<file path="src/logic/spm_pkg.sv">
// spm_pkg: register map, field layout and timing constants of the spi port
// assumes: 32-bit apb slave, pclk at 25 MHz
package spm_pkg;
  // ---------------------------------------------------------------
  // register offsets (byte addresses)
  // ---------------------------------------------------------------
  localparam logic [7:0] OFS_CONTROL = 8'h00;
  localparam logic [7:0] OFS_STATUS = 8'h04;
  localparam logic [7:0] OFS_MASK = 8'h08;
  localparam logic [7:0] OFS_TXDATA = 8'h0C;
  localparam logic [7:0] OFS_RXDATA = 8'h10;
  localparam logic [7:0] OFS_PINSTATE = 8'h14;
  // ---------------------------------------------------------------
  // serial_port_control fields
  // ---------------------------------------------------------------
  localparam int CTL_ENABLE = 0;
  localparam int CTL_MASTER = 1;
  localparam int CTL_CPOL = 2;
  localparam int CTL_CPHA = 3;
  localparam int CTL_OPEN_DRAIN = 4;
  localparam int CTL_SLAVE_OUT_DIS = 5;
  localparam int CTL_BOOT_MASTER = 6;
  localparam int CTL_WIDTH = 7;
  localparam logic [CTL_WIDTH-1:0] CTL_RESET = 7'h00;
  // ---------------------------------------------------------------
  // status / mask bits
  // ---------------------------------------------------------------
  localparam int ST_DONE = 0;
  localparam int ST_MM_ERR = 1;
  localparam int ST_WIDTH = 2;
  localparam int ST_BUSY = 2;
  // ---------------------------------------------------------------
  // word and timing
  // ---------------------------------------------------------------
  localparam int WORD_BITS = 8;
  localparam int CNT_W = 4;
  localparam int PCLK_MHZ = 25;
  localparam int HALF_BIT_NS = 160;
  localparam int HALF_BIT_CYC_I = (HALF_BIT_NS * PCLK_MHZ) / 1000;
  localparam logic [CNT_W-1:0] HALF_BIT_CYC = CNT_W'(HALF_BIT_CYC_I);
  localparam logic [31:0] ZERO_WORD = 32'h0000_0000;
  typedef enum logic [1:0] {SPM_IDLE, SPM_LEAD, SPM_TRAIL} spm_state_type;
endpackage

</file>
<file path="src/logic/spm_port.sv">
// spm_port: spi master/slave port with apb registers and interrupt
// assumes: apb master on pclk; link pins asynchronous, pads resolve enables
//
// Summary of operation
// master drives serial clock, sets bit rate
// one serial clock cycle per bit
// clock toggles only during word transfer
// slave ignores clock while select high
// launch on one edge, sample opposite
// polarity and phase bits select format
// device select input is active low
// select low as master flags multimaster error
// master drives mosi, slave receives it
// master receives miso, slave drives it
// open-drain bit makes miso open drain
// control bit five disables miso output
// only one external slave drives miso
// clock pin released at reset, boot drives high
// mosi pin released at reset, boot drives low
// master flag output may drive select
// lone master ties own select high
// error flag stops master until cleared
`timescale 1ns/10ps
module spm_port
  import spm_pkg::*;
(
  input wire logic pclk,
  input wire logic presetn,
  input wire logic clk_en,
  input wire logic psel,
  input wire logic penable,
  input wire logic pwrite,
  input wire logic [7:0] paddr,
  input wire logic [31:0] pwdata,
  output logic [31:0] prdata,
  output logic pready,
  output logic pslverr,
  output logic irq,
  input wire logic serial_shift_clock_i,
  output logic serial_shift_clock_o,
  output logic serial_shift_clock_oe,
  input wire logic port_device_select_n,
  input wire logic mosi_i,
  output logic mosi_o,
  output logic mosi_oe,
  input wire logic miso_i,
  output logic miso_o,
  output logic miso_oe
);
  import spm_pkg::*;

  // ---------------------------------------------------------------
  // functions
  // ---------------------------------------------------------------
  function automatic logic [WORD_BITS-1:0] shift_in(input logic [WORD_BITS-1:0] w,
                                                    input logic b);
    shift_in = {w[WORD_BITS-2:0], b};
  endfunction
  function automatic logic reg_hit(input logic [7:0] a, input logic [7:0] ofs);
    reg_hit = (a == ofs);
  endfunction

  // ---------------------------------------------------------------
  // pin synchronisers and edges
  // ---------------------------------------------------------------
  // every pin passes two flops before any logic reads it
  logic sck_s, sel_n_s, mosi_s, miso_s;
  logic sck_rise, sck_fall;
  spm_sync u_sync_sck (.pclk(pclk), .presetn(presetn), .en(clk_en),
                       .din(serial_shift_clock_i), .dout(sck_s));
  spm_sync u_sync_sel (.pclk(pclk), .presetn(presetn), .en(clk_en),
                       .din(port_device_select_n), .dout(sel_n_s));
  spm_sync u_sync_mosi (.pclk(pclk), .presetn(presetn), .en(clk_en),
                        .din(mosi_i), .dout(mosi_s));
  spm_sync u_sync_miso (.pclk(pclk), .presetn(presetn), .en(clk_en),
                        .din(miso_i), .dout(miso_s));
  spm_edge u_edge_sck (.pclk(pclk), .presetn(presetn), .en(clk_en),
                       .level(sck_s), .rise(sck_rise), .fall(sck_fall));

  // ---------------------------------------------------------------
  // registers
  // ---------------------------------------------------------------
  logic [CTL_WIDTH-1:0] ctl_q;
  logic [ST_WIDTH-1:0] status_q, mask_q;
  logic [WORD_BITS-1:0] tx_q, rx_q, shift_q;
  logic start_q;
  spm_state_type state_q;
  logic [CNT_W-1:0] div_q, bits_q;
  logic sck_q, sck_oe_q, mosi_q, mosi_oe_q, miso_q, miso_oe_q;
  logic done_set, mm_set;

  wire wr_acc = psel & penable & pwrite;
  wire rd_acc = psel & penable & ~pwrite;
  wire setup_ph = psel & ~penable;
  wire hit_ctl = reg_hit(paddr, OFS_CONTROL);
  wire hit_st = reg_hit(paddr, OFS_STATUS);
  wire hit_mask = reg_hit(paddr, OFS_MASK);
  wire hit_tx = reg_hit(paddr, OFS_TXDATA);
  wire hit_rx = reg_hit(paddr, OFS_RXDATA);
  wire hit_pin = reg_hit(paddr, OFS_PINSTATE);
  wire addr_ok = hit_ctl | hit_st | hit_mask | hit_tx | hit_rx | hit_pin;
  // writes land only in the access phase, never at setup
  wire wr_ctl = wr_acc & hit_ctl;
  wire wr_st = wr_acc & hit_st;
  wire wr_mask = wr_acc & hit_mask;
  wire wr_tx = wr_acc & hit_tx;

  wire en_bit = ctl_q[CTL_ENABLE];
  wire is_master = en_bit & ctl_q[CTL_MASTER];
  wire cpol = ctl_q[CTL_CPOL];
  wire cpha = ctl_q[CTL_CPHA];
  wire mm_err = status_q[ST_MM_ERR];
  wire master_ok = is_master & ~mm_err;
  wire busy = (state_q != SPM_IDLE);
  wire slave_sel = en_bit & ~ctl_q[CTL_MASTER] & ~sel_n_s;
  // leading/trailing edge of the external clock in cpol terms
  wire sl_lead = cpol ? sck_fall : sck_rise;
  wire sl_trail = cpol ? sck_rise : sck_fall;
  // sample on leading edge when cpha=0, on trailing when cpha=1
  wire sl_sample = slave_sel & (cpha ? sl_trail : sl_lead);
  wire sl_launch = slave_sel & (cpha ? sl_lead : sl_trail);
  wire half_done = (div_q == HALF_BIT_CYC - CNT_W'(1));

  // ---------------------------------------------------------------
  // apb register writes
  // ---------------------------------------------------------------
  always_ff @(posedge pclk or negedge presetn) begin
    if (!presetn) begin
      ctl_q <= CTL_RESET;
      mask_q <= '0;
      tx_q <= '0;
      start_q <= 1'b0;
    end else if (clk_en) begin
      if (wr_ctl) ctl_q <= pwdata[CTL_WIDTH-1:0];
      if (wr_mask) mask_q <= pwdata[ST_WIDTH-1:0];
      if (wr_tx) tx_q <= pwdata[WORD_BITS-1:0];
      // txdata written while busy or faulted is kept, not sent
      start_q <= wr_tx & master_ok & ~busy;
    end
  end

  // sticky status: set wins over write-one clear
  always_ff @(posedge pclk or negedge presetn) begin
    if (!presetn) begin
      status_q <= '0;
    end else if (clk_en) begin
      status_q <= (status_q & ~(wr_st ? pwdata[ST_WIDTH-1:0] : '0)) | {mm_set, done_set};
    end
  end
  assign mm_set = is_master & ~sel_n_s;

  // ---------------------------------------------------------------
  // master engine
  // ---------------------------------------------------------------
  always_ff @(posedge pclk or negedge presetn) begin
    if (!presetn) begin
      state_q <= SPM_IDLE;
      div_q <= '0;
      bits_q <= '0;
    end else if (clk_en) begin
      case (state_q)
        SPM_IDLE: begin
          div_q <= '0;
          bits_q <= '0;
          if (start_q) state_q <= SPM_LEAD;
        end
        SPM_LEAD: begin
          // contention aborts mid word, the partial word is dropped
          if (!master_ok) state_q <= SPM_IDLE;
          else if (half_done) begin
            div_q <= '0;
            state_q <= SPM_TRAIL;
          end else div_q <= div_q + CNT_W'(1);
        end
        SPM_TRAIL: begin
          if (!master_ok) state_q <= SPM_IDLE;
          else if (half_done) begin
            div_q <= '0;
            bits_q <= bits_q + CNT_W'(1);
            state_q <= (bits_q == CNT_W'(WORD_BITS - 1)) ? SPM_IDLE : SPM_LEAD;
          end else div_q <= div_q + CNT_W'(1);
        end
        default: state_q <= SPM_IDLE;
      endcase
    end
  end
  wire m_lead_end = (state_q == SPM_LEAD) & half_done & master_ok;
  wire m_trail_end = (state_q == SPM_TRAIL) & half_done & master_ok;
  wire m_sample = cpha ? m_trail_end : m_lead_end;
  wire m_shift = cpha ? m_lead_end : m_trail_end;
  wire m_last = m_trail_end & (bits_q == CNT_W'(WORD_BITS - 1));
  // ---------------------------------------------------------------
  // shift register, data path
  // ---------------------------------------------------------------
  logic [WORD_BITS-1:0] samp_q;
  logic sl_cnt_done;
  logic [CNT_W-1:0] sl_bits_q;
  // cpha=1: first leading edge opens the word, shifts nothing
  wire sl_shift = sl_launch & ~(cpha & (sl_bits_q == '0));
  assign sl_cnt_done = sl_sample & (sl_bits_q == CNT_W'(WORD_BITS - 1));
  assign done_set = m_last | sl_cnt_done;
  always_ff @(posedge pclk or negedge presetn) begin
    if (!presetn) begin
      shift_q <= '0;
      samp_q <= '0;
      rx_q <= '0;
      sl_bits_q <= '0;
    end else if (clk_en) begin
      if (start_q) shift_q <= tx_q;
      // slave reloads the transmit word between words
      else if (slave_sel & ~busy & sl_bits_q == '0 & ~sl_sample & ~sl_launch)
        shift_q <= tx_q;
      else if (m_sample) samp_q <= shift_in(samp_q, miso_s);
      else if (sl_sample) samp_q <= shift_in(samp_q, mosi_s);
      if (m_shift | sl_shift) shift_q <= {shift_q[WORD_BITS-2:0], 1'b0};
      if (!slave_sel) sl_bits_q <= '0;
      else if (sl_sample) sl_bits_q <= sl_cnt_done ? '0 : sl_bits_q + CNT_W'(1);
      if (m_last) rx_q <= samp_q;
      else if (sl_cnt_done) rx_q <= shift_in(samp_q, mosi_s);
    end
  end

  // ---------------------------------------------------------------
  // pin drivers
  // ---------------------------------------------------------------
  // an idle link clock rests at the polarity level
  wire sck_d = (state_q == SPM_TRAIL) ? ~cpol : cpol;
  wire od = ctl_q[CTL_OPEN_DRAIN];
  // next bit goes out one cycle early, ahead of the master's sample edge
  wire miso_val = sl_shift ? shift_q[WORD_BITS-2] : shift_q[WORD_BITS-1];
  wire miso_dis = ctl_q[CTL_SLAVE_OUT_DIS];
  wire boot = ctl_q[CTL_BOOT_MASTER] & ~en_bit;
  always_ff @(posedge pclk or negedge presetn) begin
    if (!presetn) begin
      sck_q <= 1'b1;
      sck_oe_q <= 1'b0;
      mosi_q <= 1'b0;
      mosi_oe_q <= 1'b0;
      miso_q <= 1'b1;
      miso_oe_q <= 1'b0;
    end else if (clk_en) begin
      sck_q <= boot ? 1'b1 : sck_d;
      sck_oe_q <= boot | master_ok;
      mosi_q <= boot ? 1'b0 : shift_q[WORD_BITS-1];
      mosi_oe_q <= boot | master_ok;
      miso_q <= od ? 1'b0 : miso_val;
      miso_oe_q <= slave_sel & ~miso_dis & (od ? ~miso_val : 1'b1);
    end
  end
  assign serial_shift_clock_o = sck_q;
  assign serial_shift_clock_oe = sck_oe_q;
  assign mosi_o = mosi_q;
  assign mosi_oe = mosi_oe_q;
  assign miso_o = miso_q;
  assign miso_oe = miso_oe_q;

  // ---------------------------------------------------------------
  // apb read side
  // ---------------------------------------------------------------
  logic [31:0] rd_mux;
  always_comb begin
    rd_mux = ZERO_WORD;
    case (paddr)
      OFS_CONTROL: rd_mux[CTL_WIDTH-1:0] = ctl_q;
      OFS_STATUS: begin
        rd_mux[ST_WIDTH-1:0] = status_q;
        rd_mux[ST_BUSY] = busy;
      end
      OFS_MASK: rd_mux[ST_WIDTH-1:0] = mask_q;
      OFS_TXDATA: rd_mux[WORD_BITS-1:0] = tx_q;
      OFS_RXDATA: rd_mux[WORD_BITS-1:0] = rx_q;
      OFS_PINSTATE: rd_mux[3:0] = {miso_s, mosi_s, sel_n_s, sck_s};
      default: rd_mux = ZERO_WORD;
    endcase
  end
  always_ff @(posedge pclk or negedge presetn) begin
    if (!presetn) begin
      prdata <= ZERO_WORD;
      pready <= 1'b0;
      pslverr <= 1'b0;
    end else if (clk_en) begin
      pready <= setup_ph;
      pslverr <= setup_ph & ~addr_ok;
      if (setup_ph) prdata <= rd_mux;
    end
  end
  wire unused_rd = rd_acc;

  // ---------------------------------------------------------------
  // interrupt
  // ---------------------------------------------------------------
  wire irq_d = |(status_q & mask_q);
  always_ff @(posedge pclk or negedge presetn) begin
    if (!presetn) begin
      irq <= 1'b0;
    end else if (clk_en) begin
      irq <= irq_d;
    end
  end
endmodule

</file>
<file path="src/logic/spm_sync.sv">
// spm_sync: two-flop synchroniser for link pins
// assumes: input is asynchronous to pclk
`timescale 1ns/10ps
module spm_sync (
  input wire logic pclk,
  input wire logic presetn,
  input wire logic en,
  input wire logic din,
  output logic dout
);
  logic meta_q;
  always_ff @(posedge pclk or negedge presetn) begin
    if (!presetn) begin
      meta_q <= 1'b1;
      dout <= 1'b1;
    end else if (en) begin
      meta_q <= din;
      dout <= meta_q;
    end
  end
endmodule

</file>
<file path="src/logic/spm_edge.sv">
// spm_edge: finds rising and falling edges of a synchronised level
// assumes: input already passed spm_sync
`timescale 1ns/10ps
module spm_edge (
  input wire logic pclk,
  input wire logic presetn,
  input wire logic en,
  input wire logic level,
  output logic rise,
  output logic fall
);
  logic last_q;
  always_ff @(posedge pclk or negedge presetn) begin
    if (!presetn) begin
      last_q <= 1'b1;
    end else if (en) begin
      last_q <= level;
    end
  end
  assign rise = en & level & ~last_q;
  assign fall = en & ~level & last_q;
endmodule

</file>
<file path="config.mk">
export PLATFORM = sky130hd
export DESIGN_NAME = spm_port
export DESIGN_NICKNAME = d
export VERILOG_FILES = /design/src/logic/spm_pkg.sv /design/src/logic/spm_port.sv /design/src/logic/spm_sync.sv /design/src/logic/spm_edge.sv
export SDC_FILE = /design/constraint.sdc
export NUM_CORES = 1
export LEC_CHECK = 0
export ABC_AREA = 1
export BUFFER_PORTS_ARGS = -buffer_cell sky130_fd_sc_hd__buf_2
export CAP_MARGIN = 20
export CORE_UTILIZATION = 40
export CTS_CLUSTER_SIZE = 12
export DETAILED_ROUTE_END_ITERATION = 10
export GPL_ROUTABILITY_DRIVEN = 0
export PLACE_DENSITY_LB_ADDON = 0.05
export SYNTH_ARGS = -nofsm -noshare
export SYNTH_HDL_FRONTEND = slang
export SYNTH_HIERARCHICAL = 1
export SYNTH_SLANG_ARGS = --single-unit
</file>
<file path="constraint.sdc">
create_clock -name pclk -period 3.05 [get_ports pclk]
set_input_delay 0.4575 -clock pclk [delete_from_list [all_inputs] [get_ports pclk]]
set_output_delay 0.4575 -clock pclk [all_outputs]
set_load 0.01 [all_outputs]
</file>
### Yosys cells after proc, flatten, opt, wreduce, memory -nomap -nowiden

Cells that the tools add are included.

| storage, ports and cells | value |
|---|---|
| register bits | 83 |
| bits of input ports | 50 |
| output and inout bits | 41 |
| word-level logic and storage cells | 178 |

| operators by class | value |
|---|---|
| $add $sub $neg | 3 |
| eq/ne operators | 17 |
| mux-type cells | 41 |
| bitwise gates (word level) | 65 |
| reductions and logical operators | 22 |

Operator list:

| cell | number |
|---|---|
| 8-bit two-way mux | 7 |
| 1-bit AND | 36 |
| 4-bit two-way mux | 7 |
| 1-bit inverter | 17 |
| 8-bit by 4-bit equality test with 1-bit output (second input constant) | 2 |
| 8-bit by 5-bit equality test with 1-bit output (second input constant) | 2 |
| 4-bit case mux with 2 select lines | 2 |
| 2-bit AND reduction | 7 |
| 1-bit two-way mux | 13 |
| 4-bit by 1-bit adder with 4-bit output (second input constant) | 3 |
| 2-bit two-way mux | 6 |
| 2-bit case mux with 6 select lines | 1 |
| 4-bit AND reduction | 3 |
| 2-bit nonzero test | 5 |
| 3-bit case mux with 3 select lines | 1 |
| 4-bit by 3-bit equality test with 1-bit output (second input constant) | 2 |
| 8-bit by 3-bit equality test with 1-bit output (second input constant) | 1 |
| 8-bit zero test | 1 |
| 1-bit bitwise OR | 8 |
| 2-bit != test (second input constant) | 3 |
| 3-bit != test (second input constant) | 2 |
| 2-bit case mux with 3 select lines | 1 |
| 1-bit case mux with 5 select lines | 1 |
| 2-bit AND | 2 |
| 13 further kinds | 15 |

### Logic depth before layout (Yosys ltp)

Gate-level depths: netlist of run 1.

| depth | value |
|---|---|
| depth in word-level cells | 12 |
| depth in mapped cells | 12 |
| gate-level depth less buffers | 12 |

### Hierarchy

The synthesis of run 1 kept the hierarchy.

By module, submodules not included:

| module | times used | cells each | area an instance (um^2) | sequential area each (um^2) |
|---|---|---|---|---|
| spm_port | 1 | 538 | 4,137.7 | 1,854.3 |
| spm_sync | 4 | 9 | 78.8 | 52.6 |
| spm_edge | 1 | 8 | 52.6 | 26.3 |

### Worst setup path after synthesis of run 1

No wires, ideal clock.

| timing | value |
|---|---|
| kind | register to register |
| start point | register state_q[0] |
| end point | register shift_q[1] |
| setup time | 66 ps |
| data arrival time | 1,642 ps |
| required time | 2,984 ps |
| setup slack | 1,342 ps |
| stages on the path, launching flop included | 13 |
| buffers on the path | 0 |
| period minus slack after synthesis | 1,708 ps |
| cells stage by stage | dfrtp_1 -> inv_1 -> ha_1 -> inv_1 -> nor2_1 -> nand2_1 -> nand2_1 -> nand2_1 -> nand2_1 -> nand2_1 -> nand2_1 -> nand3_1 -> nand2_1 |

| between the ends | value |
|---|---|
| word-level cells in the longest chain between the ends | 8 |
| elaborated cells on any way between the ends | 17 |
| classes of those cells | 2 x eq/ne; 2 x mux; 10 x bitwise; 3 x reduce/logical |

Ends and longest elaborated chain:

| element | line | source |
|---|---|---|
| start: declaration | spm_port.sv:87 | `spm_state_type state_q;` |
| start signal: assignment | spm_port.sv:180 | `state_q <= (bits_q == CNT_W'(WORD_BITS - 1)) ? SPM_IDLE : SPM_LEAD;` |
| 2-bit nonzero test | spm_port.sv:114 | `wire busy = (state_q != SPM_IDLE);` |
| 1-bit inverter | spm_port.sv:211 | `else if (slave_sel & ~busy & sl_bits_q == '0 & ~sl_sample & ~sl_launch)` |
| 1-bit AND (4 in a row) | spm_port.sv:211 |  |
| 3-bit nonzero test (no source line) | - |  |
| 2-bit AND reduction (no source line) | - |  |
| end signal: assignment | spm_port.sv:209 | `if (start_q) shift_q <= tx_q;` |
| end signal: assignment | spm_port.sv:212 | `shift_q <= tx_q;` |
| end signal: assignment | spm_port.sv:215 | `if (m_shift \| sl_shift) shift_q <= {shift_q[WORD_BITS-2:0], 1'b0};` |
| end: declaration | spm_port.sv:85 | `logic [WORD_BITS-1:0] tx_q, rx_q, shift_q;` |

Several ways; a longest one is shown, not always the timed one.
A chain may end at the register's enable or synchronous reset.

### Final worst setup path of run 1

| timing | value |
|---|---|
| start point | register state_q[0] |
| end point | register rx_q[7] |

| between the ends | value |
|---|---|
| word-level cells in the longest chain between the ends | 6 |
| elaborated cells on any way between the ends | 7 |
| classes of those cells | 1 x eq/ne; 1 x mux; 3 x bitwise; 2 x reduce/logical |

Ends and longest elaborated chain:

| element | line | source |
|---|---|---|
| 2-bit equality test (*) | spm_port.sv:188 | `wire m_trail_end = (state_q == SPM_TRAIL) & half_done & master_ok;` |
| 1-bit AND (*) (2 in a row) | spm_port.sv:188 |  |
| 1-bit AND (*) | spm_port.sv:191 | `wire m_last = m_trail_end & (bits_q == CNT_W'(WORD_BITS - 1));` |
| 2-bit nonzero test (no source line) | - |  |
| 2-bit AND reduction (no source line) | - |  |
| end signal: assignment | spm_port.sv:218 | `if (m_last) rx_q <= samp_q;` |
| end signal: assignment | spm_port.sv:219 | `else if (sl_cnt_done) rx_q <= shift_in(samp_q, mosi_s);` |
| end: declaration | spm_port.sv:85 |  |

Every way passes the cells marked *; elsewhere a longest branch is shown, timed or not.

==> summary.md, run 1 <==
| Metric | Value |
|---|---|
| ANT cells | `0` |
| Slew Viols, Final | `0` |
| Slowest stage cell, crit path | `a21oi_4` |
| Final ANT Viol Nets | `0` |
| Leakage | `2.66 nW` |
| RSZ-0062 raised after global routing | `false` |
| CTS resizes | `0` |
| 1st-pass router iterations | `5` |
| CP bufs+invs | `2` |
| GRT Residual Overflow | `0` |
| Area grow syn2layout | `12.1%` |
| Chip width | `108 um` |
| Power per cell area | `485 mW/mm2` |
| Layout cells sized above 1 | `15.5%` |
| Multi-input gate area | `0.00200 mm2` |
| Mapped Area | `0.00451 mm2` |
| Hold_buf cts | `0` |
| Clk root buf | `clkbuf_8` |
| Crit path cell chain | `inv_1 > ha_1 > nand2_1 > nor2_2 > nand2_2 > a21oi_4 > inv_1 > nand2_1 > nand2_1` |
| HP Class | `in2async` |
| Final wirelength | `10.8 mm` |
| Initial antenna violation count | `0` |
| Setup TNS | `0 ns` |
| Starting density of the core | `41.4%` |
| Row count | `38` |
| Fraction of registers with async set/reset | `100%` |
| Yosys top cell by area | `dfrtp_1` |
| Netlist cell types | `39` |
| Core area | `0.0109 mm2` |
| First-pass GRT wire length | `17.5 mm` |
| Register bit total from synthesis | `83` |
| Tot Pwr | `2.45 mW` |
| Max Freq | `0.474 GHz` |
| VDD IR max | `254 uV` |
| CP required | `3.30 ns` |
| Tmin final | `2.11 ns` |
| Critical Path Start Type | `register` |
| Cell mode on critical path | `nand2_1` |
| Die footprint | `0.0117 mm2` |
| CTS Sinks | `83` |
| Filler cells | `1128` |
| Slew @ Worst Pin | `0.652 ns` |
| Iter 0 DRT Violations | `269` |
| EDFF count, synth | `0` |
| Ports | `91` |
| Clk Latency, worst-skew pair | `0.37 ns` |
| Critical Path Sink Type | `register` |
| Max Root-Sink Buffers | `2` |
| Synth cell count leaders | `nand2_1 (189), dfrtp_1 (72), inv_1 (64)` |
| Clock Skew | `0.00685 ns` |
| Largest net degree at the start of global routing | `50` |
| Number of global-route vias before repair | `3491` |
| Port Buf Inserts | `42` |
| CTS H-Tree Depth | `3` |
| Critical path's top delay family | `simple AND/OR/NAND/NOR gates` |
| Drc violations | `0` |
| Final period util | `69.2%` |
| Worst setup path class | `reg2reg` |
| Outcome | `finished, final reports clean` |
| Setup Buffers After CTS | `0` |
| Post-synthesis sequential area ratio | `46.4%` |
| Cells after synthesis | `582` |
| Synth top area share | `40.0%` |
| Final hold vios | `0` |
| Worst hold margin | `0.122 ns` |
| Via count | `3802` |
| CTS buffer count | `9` |
| Total GRT Usage | `19.9%` |
| Final nets | `687` |
| Crit path arrival time | `2.36 ns` |
| Most numerous cell in the Yosys netlist | `nand2_1` |
| Delay of the slowest critical-path stage | `0.45 ns` |
| Die Y | `108 um` |
| Worst slew margin | `56.6%` |
| Critical Path Fanout Max | `17` |
| Number of endpoints failing setup at the final stage | `0` |
| Yosys synthesis warning count | `6` |
| Top FF cell, synth | `dfrtp_1` |
| Most area-consuming cells after synthesis | `dfrtp_1 (40%), nand2_1 (16%), dfstp_2 (6.4%)` |
| CTS tree | `yes` |
| Via density | `4.91` |
| Post-DR wirelength/cell | `13.9 um` |
| Number of max-cap violations | `0` |
| Syn_area_per_cell | `7.74 um2` |
| CTS clk-pin slew, worst paths | `0.09 ns` |
| Sequential Area | `0.00209 mm2` |
| Post-DP HPWL | `8.03 mm` |
==> final cells by class <==
cell class / instances / share of cell area [%]
Inverter: 68 / 5.06
Timing Repair Buffer: 48 / 5.35
Sequential cell: 83 / 41.4
Tap cell: 140 / 3.47
Multi-Input combinational cell: 419 / 39.6
Clock inverter: 5 / 2.13
Clock buffer: 11 / 3.00
==> path summary, 6_finish.rpt <==
| check | start | end | slack, ns | cells after the start |
|---|---|---|---|---|
| setup / recovery | state_q[0] | rx_q[7] | 0.94 | 9 |
| hold / removal | presetn | bits_q[3] | 0.12 | 1 |
| setup reg to reg | state_q[0] | rx_q[7] | 0.94 | 9 |
| min in group pclk | serial_shift_clock_i | u_sync_sck/meta_q | 0.28 | 3 |
| max in group asynchronous | presetn | prdata[5] | 2.31 | 2 |
| hold reg to reg | u_sync_miso/meta_q | u_sync_miso/dout | 0.46 | 2 |
==> cell families (layout without fill, tap and decap cells) <==
logic type / after synthesis / in the layout / synth area share (%)
AO/OA/AOI/OAI: 83 / 83 / 10.1
XOR/XNOR: 4 / 4 / 0.778
adder cells (fa/ha/maj): 8 / 8 / 2.22
buffers and inverters: 103 / 132 / 11.2
flip-flops: 83 / 83 / 46.4
multiplexers: 1 / 1 / 0.250
other: 1 / 24 / 0.0832
AND/OR/NAND/NOR: 299 / 299 / 29.0
==> placed cells by master (no fill, tap or decap), drive strengths merged, types with 2 or more instances in the layout <==
cell,count
nand4,8
o22ai,2
nor2,37
o211ai,5
o21ai,56
clkinv,2
bufinv,3
a21oi,15
dfrtp,72
nand2,193
clkbuf,11
conb,24
nand3,53
ha,8
buf,48
nand3b,2
nor3,4
dfstp,11
o31ai,2
inv,68
xor2,2
xnor2,2
==> flip-flops by register name, indices dropped and copies added, names as in the netlist, 2 cells and up <==
signal,cells
status_q,2
ctl_q,7
bits_q,4
samp_q,8
rx_q,8
tx_q,8
sl_bits_q,4
div_q,4
state_q,2
mask_q,2
shift_q,8
prdata,8
==> stage by stage <==
stage / setup slack, ns / util [%] / cells / area [um2]
2_1_floorplan: 1.34 / - / 605 / 4590
3_3_place_gp: 0.834 / 44.0 / 758 / 4790
3_5_place_dp: 0.825 / 44.0 / 758 / 4790
4_1_cts: 0.887 / 46.4 / 774 / 5050
5_1_grt: 0.618 / 46.4 / 774 / 5050
6_report: 0.939 / 46.4 / 774 / 5050
==> per-layer routing <==
metal	share of wire (%)	wire (um)	vias to the layer above	track usage, %
li1	-	-	1902	-
met1	48	5160	1800	26.6
met2	46	4970	88	32.6
met3	4.3	468	12	3.56
met4	1.6	167	0	6.36
met5	0	0	-	0
==> power breakdown <==
| part | switching (mW) | internal [mW] |
|---|---|---|
| clock network | 0.430 | 0.593 |
| registers | 0.0302 | 1.15 |
| logic | 0.173 | 0.0771 |
Power figures use the tool's default switching activity.
==> inputs of run 2 (changes only) <==
--- a/config.mk
+++ b/config.mk
@@ -5,7 +5,7 @@
 export SDC_FILE = /design/constraint.sdc
 export NUM_CORES = 1
 export LEC_CHECK = 0
-export ABC_AREA = 1
+export ABC_AREA = 0
 export BUFFER_PORTS_ARGS = -buffer_cell sky130_fd_sc_hd__buf_2
 export CAP_MARGIN = 20
 export CORE_UTILIZATION = 40
==> constraint.sdc (replaced) <==
create_clock -name pclk -period 2.1 [get_ports pclk]
set_input_delay 0.315 -clock pclk [delete_from_list [all_inputs] [get_ports pclk]]
set_output_delay 0.315 -clock pclk [all_outputs]
set_load 0.01 [all_outputs]
==> run 2 against run 1 <==
  * Clock-buffer cell count fell by 1
  * Worst setup slack lost 0.99 ns
  * Die area decreased by 0.18%
  * The flow now finishes with violations (negative setup slack)
  * First-iteration DRC count fell by 44%
  * Sequential cell count unchanged
  * Fmax shrank 1.7%
  * Non-clock buffer count is 49 higher
  * Clock skew increased by 0.0062 ns
  * Critical path depth decreased by 1
  * Total power rose by 38%
==> summary.md, run 2 <==
| Metric | Value |
|---|---|
| Syn_area_per_cell | `10.5 um2 (+35%)` |
| 1st-pass router iterations | `4 (-1)` |
| GRT Residual Overflow | `0 (unchanged)` |
| Hold Crit Depth | `2` |
| Worst slew margin | `64.7% (+8.2 points)` |
| Power per cell area | `615 mW/mm2 (+27%)` |
| Top FF cell, synth | `dfrtp_1` |
| Yosys top cell by area | `dfrtp_1` |
| Max Freq | `0.466 GHz (-1.7%)` |
| Most frequent cells in the layout | `dfrtp_1 (72), nand2_1 (51), buf_4 (46)` |
| Critical path's top delay family | `simple AND/OR/NAND/NOR gates` |
| Number of global-route vias before repair | `3400 (-2.6%)` |
| Internal Power | `2.52 mW (+39%)` |
| Clk Latency, worst-skew pair | `0.38 ns (about the same)` |
| Final wirelength | `11.0 mm (+2.1%)` |
| Hold endpoint | `tx_q[7]` |
| Total GRT Usage | `20.4% (+0.51 points)` |
| CP bufs+invs | `2 (unchanged)` |
| Worst hold margin | `0.166 ns (+0.0441 ns)` |
| Clock group share of total power | `39.5% (-2.3 points)` |
| CTS buffer count | `9 (unchanged)` |
| Fraction of registers with async set/reset | `100% (unchanged)` |
| Drc violations | `0 (unchanged)` |
| Synth cell count leaders | `dfrtp_1 (72), nand2_1 (51), mux2_2 (30), o21ai_0 (30), buf_4 (26)` |
| Row count | `38 (unchanged)` |
| Filler cells | `1014 (-10%)` |
| Post-DR wirelength/cell | `16.6 um (+20%)` |
| Sw Share | `25.3% (-0.51 points)` |
| Register bit total from synthesis | `83 (unchanged)` |
| Netlist cell types | `55 (+41%)` |
| Slew @ Worst Pin | `0.525 ns (-0.127 ns)` |
| Die footprint | `0.0117 mm2 (-0.18%)` |
| Clock Skew | `0.0131 ns (+0.00621 ns)` |
| Final nets | `574 (-16%)` |
| Failing checks | `negative setup slack` |
| Leakage | `2.58 nW (-3.1%)` |
| RSZ-0062 raised after global routing | `true` |
| ANT cells | `0 (unchanged)` |
| Post-DP HPWL | `8.01 mm (-0.25%)` |
| Initial antenna violation count | `0 (unchanged)` |
| Final instance area | `0.00549 mm2 (+8.8%)` |
| Critical Path Sink Type | `register` |
| Area grow syn2layout | `22.1%` |
| Core area | `0.0109 mm2 (unchanged)` |
| Clk root buf | `clkbuf_8` |
| Worst Reg-to-Reg Cells | `8 (-1)` |
| Chip width | `108 um (about the same)` |
| Most area-consuming cells after synthesis | `dfrtp_1 (40%), mux2_2 (7.5%), dfstp_2 (6.4%)` |
| Crit path cell chain | `ha_2 > or3b_4 > or2_4 > nor2_4 > buf_4 > o21bai_4 > buf_12 > mux2_4` |
| Final hold vios | `0 (unchanged)` |
| Synth top area share | `40.1% (+0.078 points)` |
| Outcome | `finished, violations left` |
| Slew Viols, Final | `0 (unchanged)` |
| Via density | `5.16 (+5.0%)` |
| Max Root-Sink Buffers | `2 (unchanged)` |
| Tmin final | `2.15 ns (+0.0362 ns)` |
| VDD IR max | `457 uV (+80%)` |
| CTS clk-pin slew, worst paths | `0.09 ns (about the same)` |
| CTS Sinks | `83 (unchanged)` |
| Largest net degree at the start of global routing | `37 (-26%)` |
| Slowest stage cell, crit path | `or3b_4` |
| Sequential share of power | `50.1% (+2.1 points)` |
| Ports | `91 (unchanged)` |
| EDFF count, synth | `0 (unchanged)` |
| Final ANT Viol Nets | `0 (unchanged)` |
| Yosys synthesis warning count | `6 (unchanged)` |
| Die Y | `108 um (about the same)` |
| Most common cell after layout, fill and taps aside | `dfrtp_1` |
| Post-synthesis sequential area ratio | `46.5% (+0.090 points)` |
| Crit path arrival time | `2.41 ns (+0.05 ns)` |
| Worst setup margin | `-0.0470 ns (-0.986 ns)` |
| Starting density of the core | `41.3% (-0.080 points)` |
| First-pass GRT wire length | `17.7 mm (+0.86%)` |
| CTS tree | `yes` |
| HP Class | `in2reg` |
| Worst setup path class | `reg2reg` |
| Most numerous cell in the Yosys netlist | `dfrtp_1` |
| Hold wc startpoint | `pwdata[7]` |
| Mapped Area | `0.00450 mm2 (-0.19%)` |
| CP required | `2.36 ns (-0.94 ns)` |
| Number of max-cap violations | `0 (unchanged)` |
| Net switching power | `855 uW (+35%)` |
| CTS H-Tree Depth | `3 (unchanged)` |
| Placement Cell Area | `0.00505 mm2 (+5.5%)` |
| Number of endpoints failing setup at the final stage | `8 (+8)` |
| Via count | `3408 (-10%)` |
| Iter 0 DRT Violations | `150 (-44%)` |
| Setup slack, reg-to-reg | `-0.05 ns (-0.99 ns)` |
| FF-to-FF End | `samp_q[6]` |
| Layout cells sized above 1 | `36.7% (+21 points)` |
| Final period util | `102% (+33 points)` |
| Delay of the slowest critical-path stage | `0.41 ns (-0.04 ns)` |
| Logic gate share of total power | `10.4% (+0.2 points)` |
| RR Startpoint | `div_q[1]` |
| Cells after synthesis | `429 (-26%)` |
| Port Buf Inserts | `42 (unchanged)` |
| Critical Path Start Type | `register` |
| Critical Path Fanout Max | `8 (-9)` |
[run 2: changes by cell type after synthesis, sizes merged, moves of 9 or more]
cell,change
clkbuf,+9
nand3b,+12
mux2i,+12
o21ai,-25
nor2,-21
mux2,+37
a22o,+9
nand2,-142
nand3,-42
inv,-56
[run 2: repair_timing]
item | in CTS | in global routing
endpoints found under the hold margin | 21 | 0
gates cloned | 0 | 2
pin swaps | 3 | 5
setup endpoints to repair | 9 | 23
gates resized for setup | 11 | 12
setup buffers | 2 | 11
hold buffers | 1 | 0
[run 2: layout make-up]
cell class,instances,area [um2],area share [%]
multi-input cells,314,2260,41.2
flip-flops and latches,83,2090,38.1
repair buffers,97,699,12.7
well taps,140,175,3.19
clock buffers,10,138,2.51
clock inverters,6,87.6,1.59
inverters,11,41.3,0.752
[run 2: layer usage]
layer / part of all wire (%) / global-route usage [%] / vias to the layer above
met3: 2.7 / 5.24 / 17
met5: 0 / 0 / -
met1: 48 / 27.0 / 1663
li1: - / - / 1669
met4: 1.9 / 7.14 / 0
met2: 47 / 32.3 / 59
[run 2: worst max-delay path by stage]
stage          slack [ns]        end  cells after the start         startpoint
2_1_floorplan      -0.005  samp_q[0]                      7           div_q[0]
3_3_place_gp        -0.06   ctl_q[6]                      6           paddr[5]
3_5_place_dp        -0.07   ctl_q[4]                      6           paddr[5]
4_1_cts             -0.05  samp_q[6]                      7    u_sync_sck/dout
5_1_grt             -0.10  samp_q[7]                      7  u_edge_sck/last_q
6_report            -0.05  samp_q[6]                      8           div_q[1]
[run 2: logic make-up (layout without fill, tap and decap cells)]
logic type / count (synthesis) / after routing / synth area share, %
simple gates: 147 / 147 / 17.4
fa+ha+maj: 8 / 8 / 2.23
buf+inv: 55 / 124 / 7.18
other cells: 1 / 24 / 0.0834
mux: 50 / 50 / 12.9
xor+xnor: 2 / 2 / 0.390
compound gates: 83 / 83 / 13.3
flops: 83 / 83 / 46.5
[run 2: power groups by stage]
stage	sequential (mW)	combinational, mW	clock (mW)
CTS	1.69	0.345	1.38
finish	1.69	0.351	1.33
floorplan	1.72	0.206	0
global placement	1.72	0.327	0
global route	1.70	0.392	1.44
detailed placement	1.72	0.328	0
[run 2: metrics by stage]
stage | utilization, % | TNS, ns | power (mW) | cells | worst slack, ns
2_1_floorplan | - | -0.00534 | 1.93 | 452 | -0.00534
3_3_place_gp | 46.4 | -0.760 | 2.05 | 629 | -0.0602
3_5_place_dp | 46.4 | -0.672 | 2.05 | 629 | -0.0653
4_1_cts | 49.1 | -0.385 | 3.42 | 648 | -0.0528
5_1_grt | 50.4 | -0.974 | 3.53 | 661 | -0.100
6_report | 50.4 | -0.337 | 3.38 | 661 | -0.0470
==> inputs of run 3 (changes only) <==
==> constraint.sdc (replaced) <==
create_clock -name pclk -period 2.5 [get_ports pclk]
set_input_delay 0.375 -clock pclk [delete_from_list [all_inputs] [get_ports pclk]]
set_output_delay 0.375 -clock pclk [all_outputs]
set_load 0.1 [all_outputs]
==> run 3 against run 2 <==
  * Sequential power fell by 16%
  * First-iteration DRC count rose by 21%
  * Highest routed layer unchanged
  * The run now ends clean
  * Clock-buffer cell count fell by 1
  * Worst setup slack improved by 0.14 ns
  * Via count fell by 1.2%
  * Clock skew fell by 0.0037 ns
  * Register-to-register slack improved by 0.14 ns
==> summary.md, run 3 (synthesis gave the netlist of run 2 again) <==
| Metric | Value |
|---|---|
| Outcome | `finished, final reports clean` |
| Largest net degree at the start of global routing | `40 (+8.1%)` |
| First-pass GRT wire length | `17.2 mm (-2.8%)` |
| VDD IR max | `596 uV (+31%)` |
| Final period util | `96.4% (-5.9 points)` |
| Crit path arrival time | `2.67 ns (+0.26 ns)` |
| Slowest stage cell, crit path | `or3b_2` |
| 1st-pass router iterations | `4 (unchanged)` |
| Final ANT Viol Nets | `0 (unchanged)` |
| Clk Latency, worst-skew pair | `0.37 ns (about the same)` |
| Met3 wire len | `300 um (-0.66%)` |
| Number of endpoints failing setup at the final stage | `0 (-8)` |
| Ports | `91 (unchanged)` |
| Clk root buf | `clkbuf_8` |
| Final hold vios | `0 (unchanged)` |
| Final wirelength | `10.5 mm (-4.7%)` |
| GRT Residual Overflow | `0 (unchanged)` |
| Layout cells sized above 1 | `31.3% (-5.4 points)` |
| Cell mode on critical path | `mux2_2` |
| Routed wl met2 | `5.01 mm (-3.4%)` |
| Power per cell area | `573 mW/mm2 (-6.8%)` |
| Setup TNS | `0 ns (+0.337 ns)` |
| Die footprint | `0.0117 mm2 (unchanged)` |
| CTS clk-pin slew, worst paths | `0.09 ns (about the same)` |
| RSZ-0062 raised after global routing | `false` |
| Clock Skew | `0.00937 ns (-0.00368 ns)` |
| Final nets | `542 (-5.6%)` |
| Top Layer Used | `met4` |
| CTS buffer count | `9 (unchanged)` |
| CTS H-Tree Depth | `3 (unchanged)` |
| Worst setup path class | `reg2reg` |
| Post-DP HPWL | `7.85 mm (-2.1%)` |
| Crit path cell chain | `ha_1 > or3b_2 > or2_2 > nor2_1 > mux2_2 > mux2_2` |
| Row count | `38 (unchanged)` |
| CTS tree | `yes` |
| Pre-CTS setup slack | `0.104 ns (+0.169 ns)` |
| Iter 0 DRT Violations | `182 (+21%)` |
| Number of max-cap violations | `0 (unchanged)` |
| Tmin final | `2.41 ns (+0.263 ns)` |
| Critical Path Start Type | `register` |
| Initial antenna violation count | `0 (unchanged)` |
| ANT cells | `0 (unchanged)` |
| Max Root-Sink Buffers | `2 (unchanged)` |
| Starting density of the core | `41.3% (unchanged)` |
| Worst setup margin | `0.0904 ns (+0.137 ns)` |
| Post-DR wirelength/cell | `16.7 um (+0.13%)` |
| Drc violations | `0 (unchanged)` |
| CTS Sinks | `83 (unchanged)` |
| Slew @ Worst Pin | `0.643 ns (+0.118 ns)` |
| Critical Path Fanout Max | `4 (-4)` |
| CP required | `2.76 ns (+0.40 ns)` |
| Via density | `5.35 (+3.9%)` |
| Slew Viols, Final | `0 (unchanged)` |
| Core area | `0.0109 mm2 (unchanged)` |
| Max Freq | `0.415 GHz (-11%)` |
| Multi-input gate area | `0.00218 mm2 (-3.5%)` |
| Most frequent cells in the layout | `dfrtp_1 (72), nand2_1 (51), buf_2 (41)` |
| CP bufs+invs | `0 (-2)` |
| Chip width | `108 um (unchanged)` |
| Die Y | `108 um (unchanged)` |
| Via count | `3368 (-1.2%)` |
| Total GRT Usage | `19.6% (-0.79 points)` |
| Leakage | `2.34 nW (-9.2%)` |
| HP Class | `in2reg` |
| Area grow syn2layout | `13.4%` |
| Number of global-route vias before repair | `3275 (-3.7%)` |
| Worst slew margin | `57.1% (-7.6 points)` |
| Most common cell after layout, fill and taps aside | `dfrtp_1` |
| Port Buf Inserts | `42 (unchanged)` |
| Critical path's top delay family | `simple AND/OR/NAND/NOR gates` |
| Critical Path Sink Type | `register` |
| WL met1 | `5.02 mm (-5.0%)` |
| Filler cells | `1030 (+1.6%)` |
| Sequential Area | `0.00209 mm2 (unchanged)` |
| Delay of the slowest critical-path stage | `0.48 ns (+0.07 ns)` |
==> run 3: changes by cell type in the layout (fill, tap and decap cells not counted), sizes merged <==
cell / previous run / this run
buf: 96 / 64
bufinv: 2 / 1
clkbuf: 10 / 9
clkinv: 3 / 4
clkinvlp: 0 / 1
==> run 3: path summary, 6_finish.rpt <==
check | startpoint | slack [ns] | endpoint | depth (start not counted)
worst min register to register | prdata[6] | 0.48 | prdata[6] | 2
worst max register to register | div_q[0] | 0.09 | samp_q[0] | 6
max in group asynchronous | presetn | 1.46 | rx_q[4] | 3
worst min-delay path | mosi_i | 0.23 | u_sync_mosi/meta_q | 2
worst max-delay path | div_q[0] | 0.09 | samp_q[0] | 6
min in group asynchronous | presetn | 0.43 | div_q[3] | 2
==> run 3: area by class of cell <==
cell class	instances	area share (%)
flip-flops and latches	83	41.0
well taps	140	3.43
multi-input cells	314	42.8
inverters	11	0.809
repair buffers	65	7.85
clock buffers	9	2.43
clock inverters	7	1.74
==> run 3: per-stage QoR <==
step / cell area (um2) / util [%] / hold slack [ns] / std cells / total power, mW
3_5_place_dp: 4870 / 44.8 / 0.297 / 612 / 1.92
4_1_cts: 5100 / 46.8 / 0.215 / 629 / 2.96
5_1_grt: 5100 / 46.9 / 0.216 / 629 / 3.06
2_1_floorplan: 4580 / - / 0.0794 / 452 / 1.82
3_3_place_gp: 4870 / 44.8 / 0.292 / 612 / 1.91
6_report: 5100 / 46.9 / 0.232 / 629 / 2.92
==> run 3: per-layer routing <==
metal | GRT usage [%] | vias up
li1 | - | 1618
met4 | 5.97 | 0
met5 | 0 | -
met2 | 30.6 | 81
met3 | 4.82 | 13
met1 | 26.8 | 1656
==> run 3: repair_timing <==
item,in CTS,in global routing
endpoints found under the setup margin,0,8
resized for setup,0,1
setup buffers,0,0
hold buffers,1,0
hold endpoints to repair,19,0
==> run 3: report_power, final <==
part	total, mW	leakage (nW)	switching, mW	internal (mW)
clock network	1.03	0.103	0.556	0.478
logic	0.465	1.14	0.360	0.104
registers	1.42	1.10	0.0281	1.40
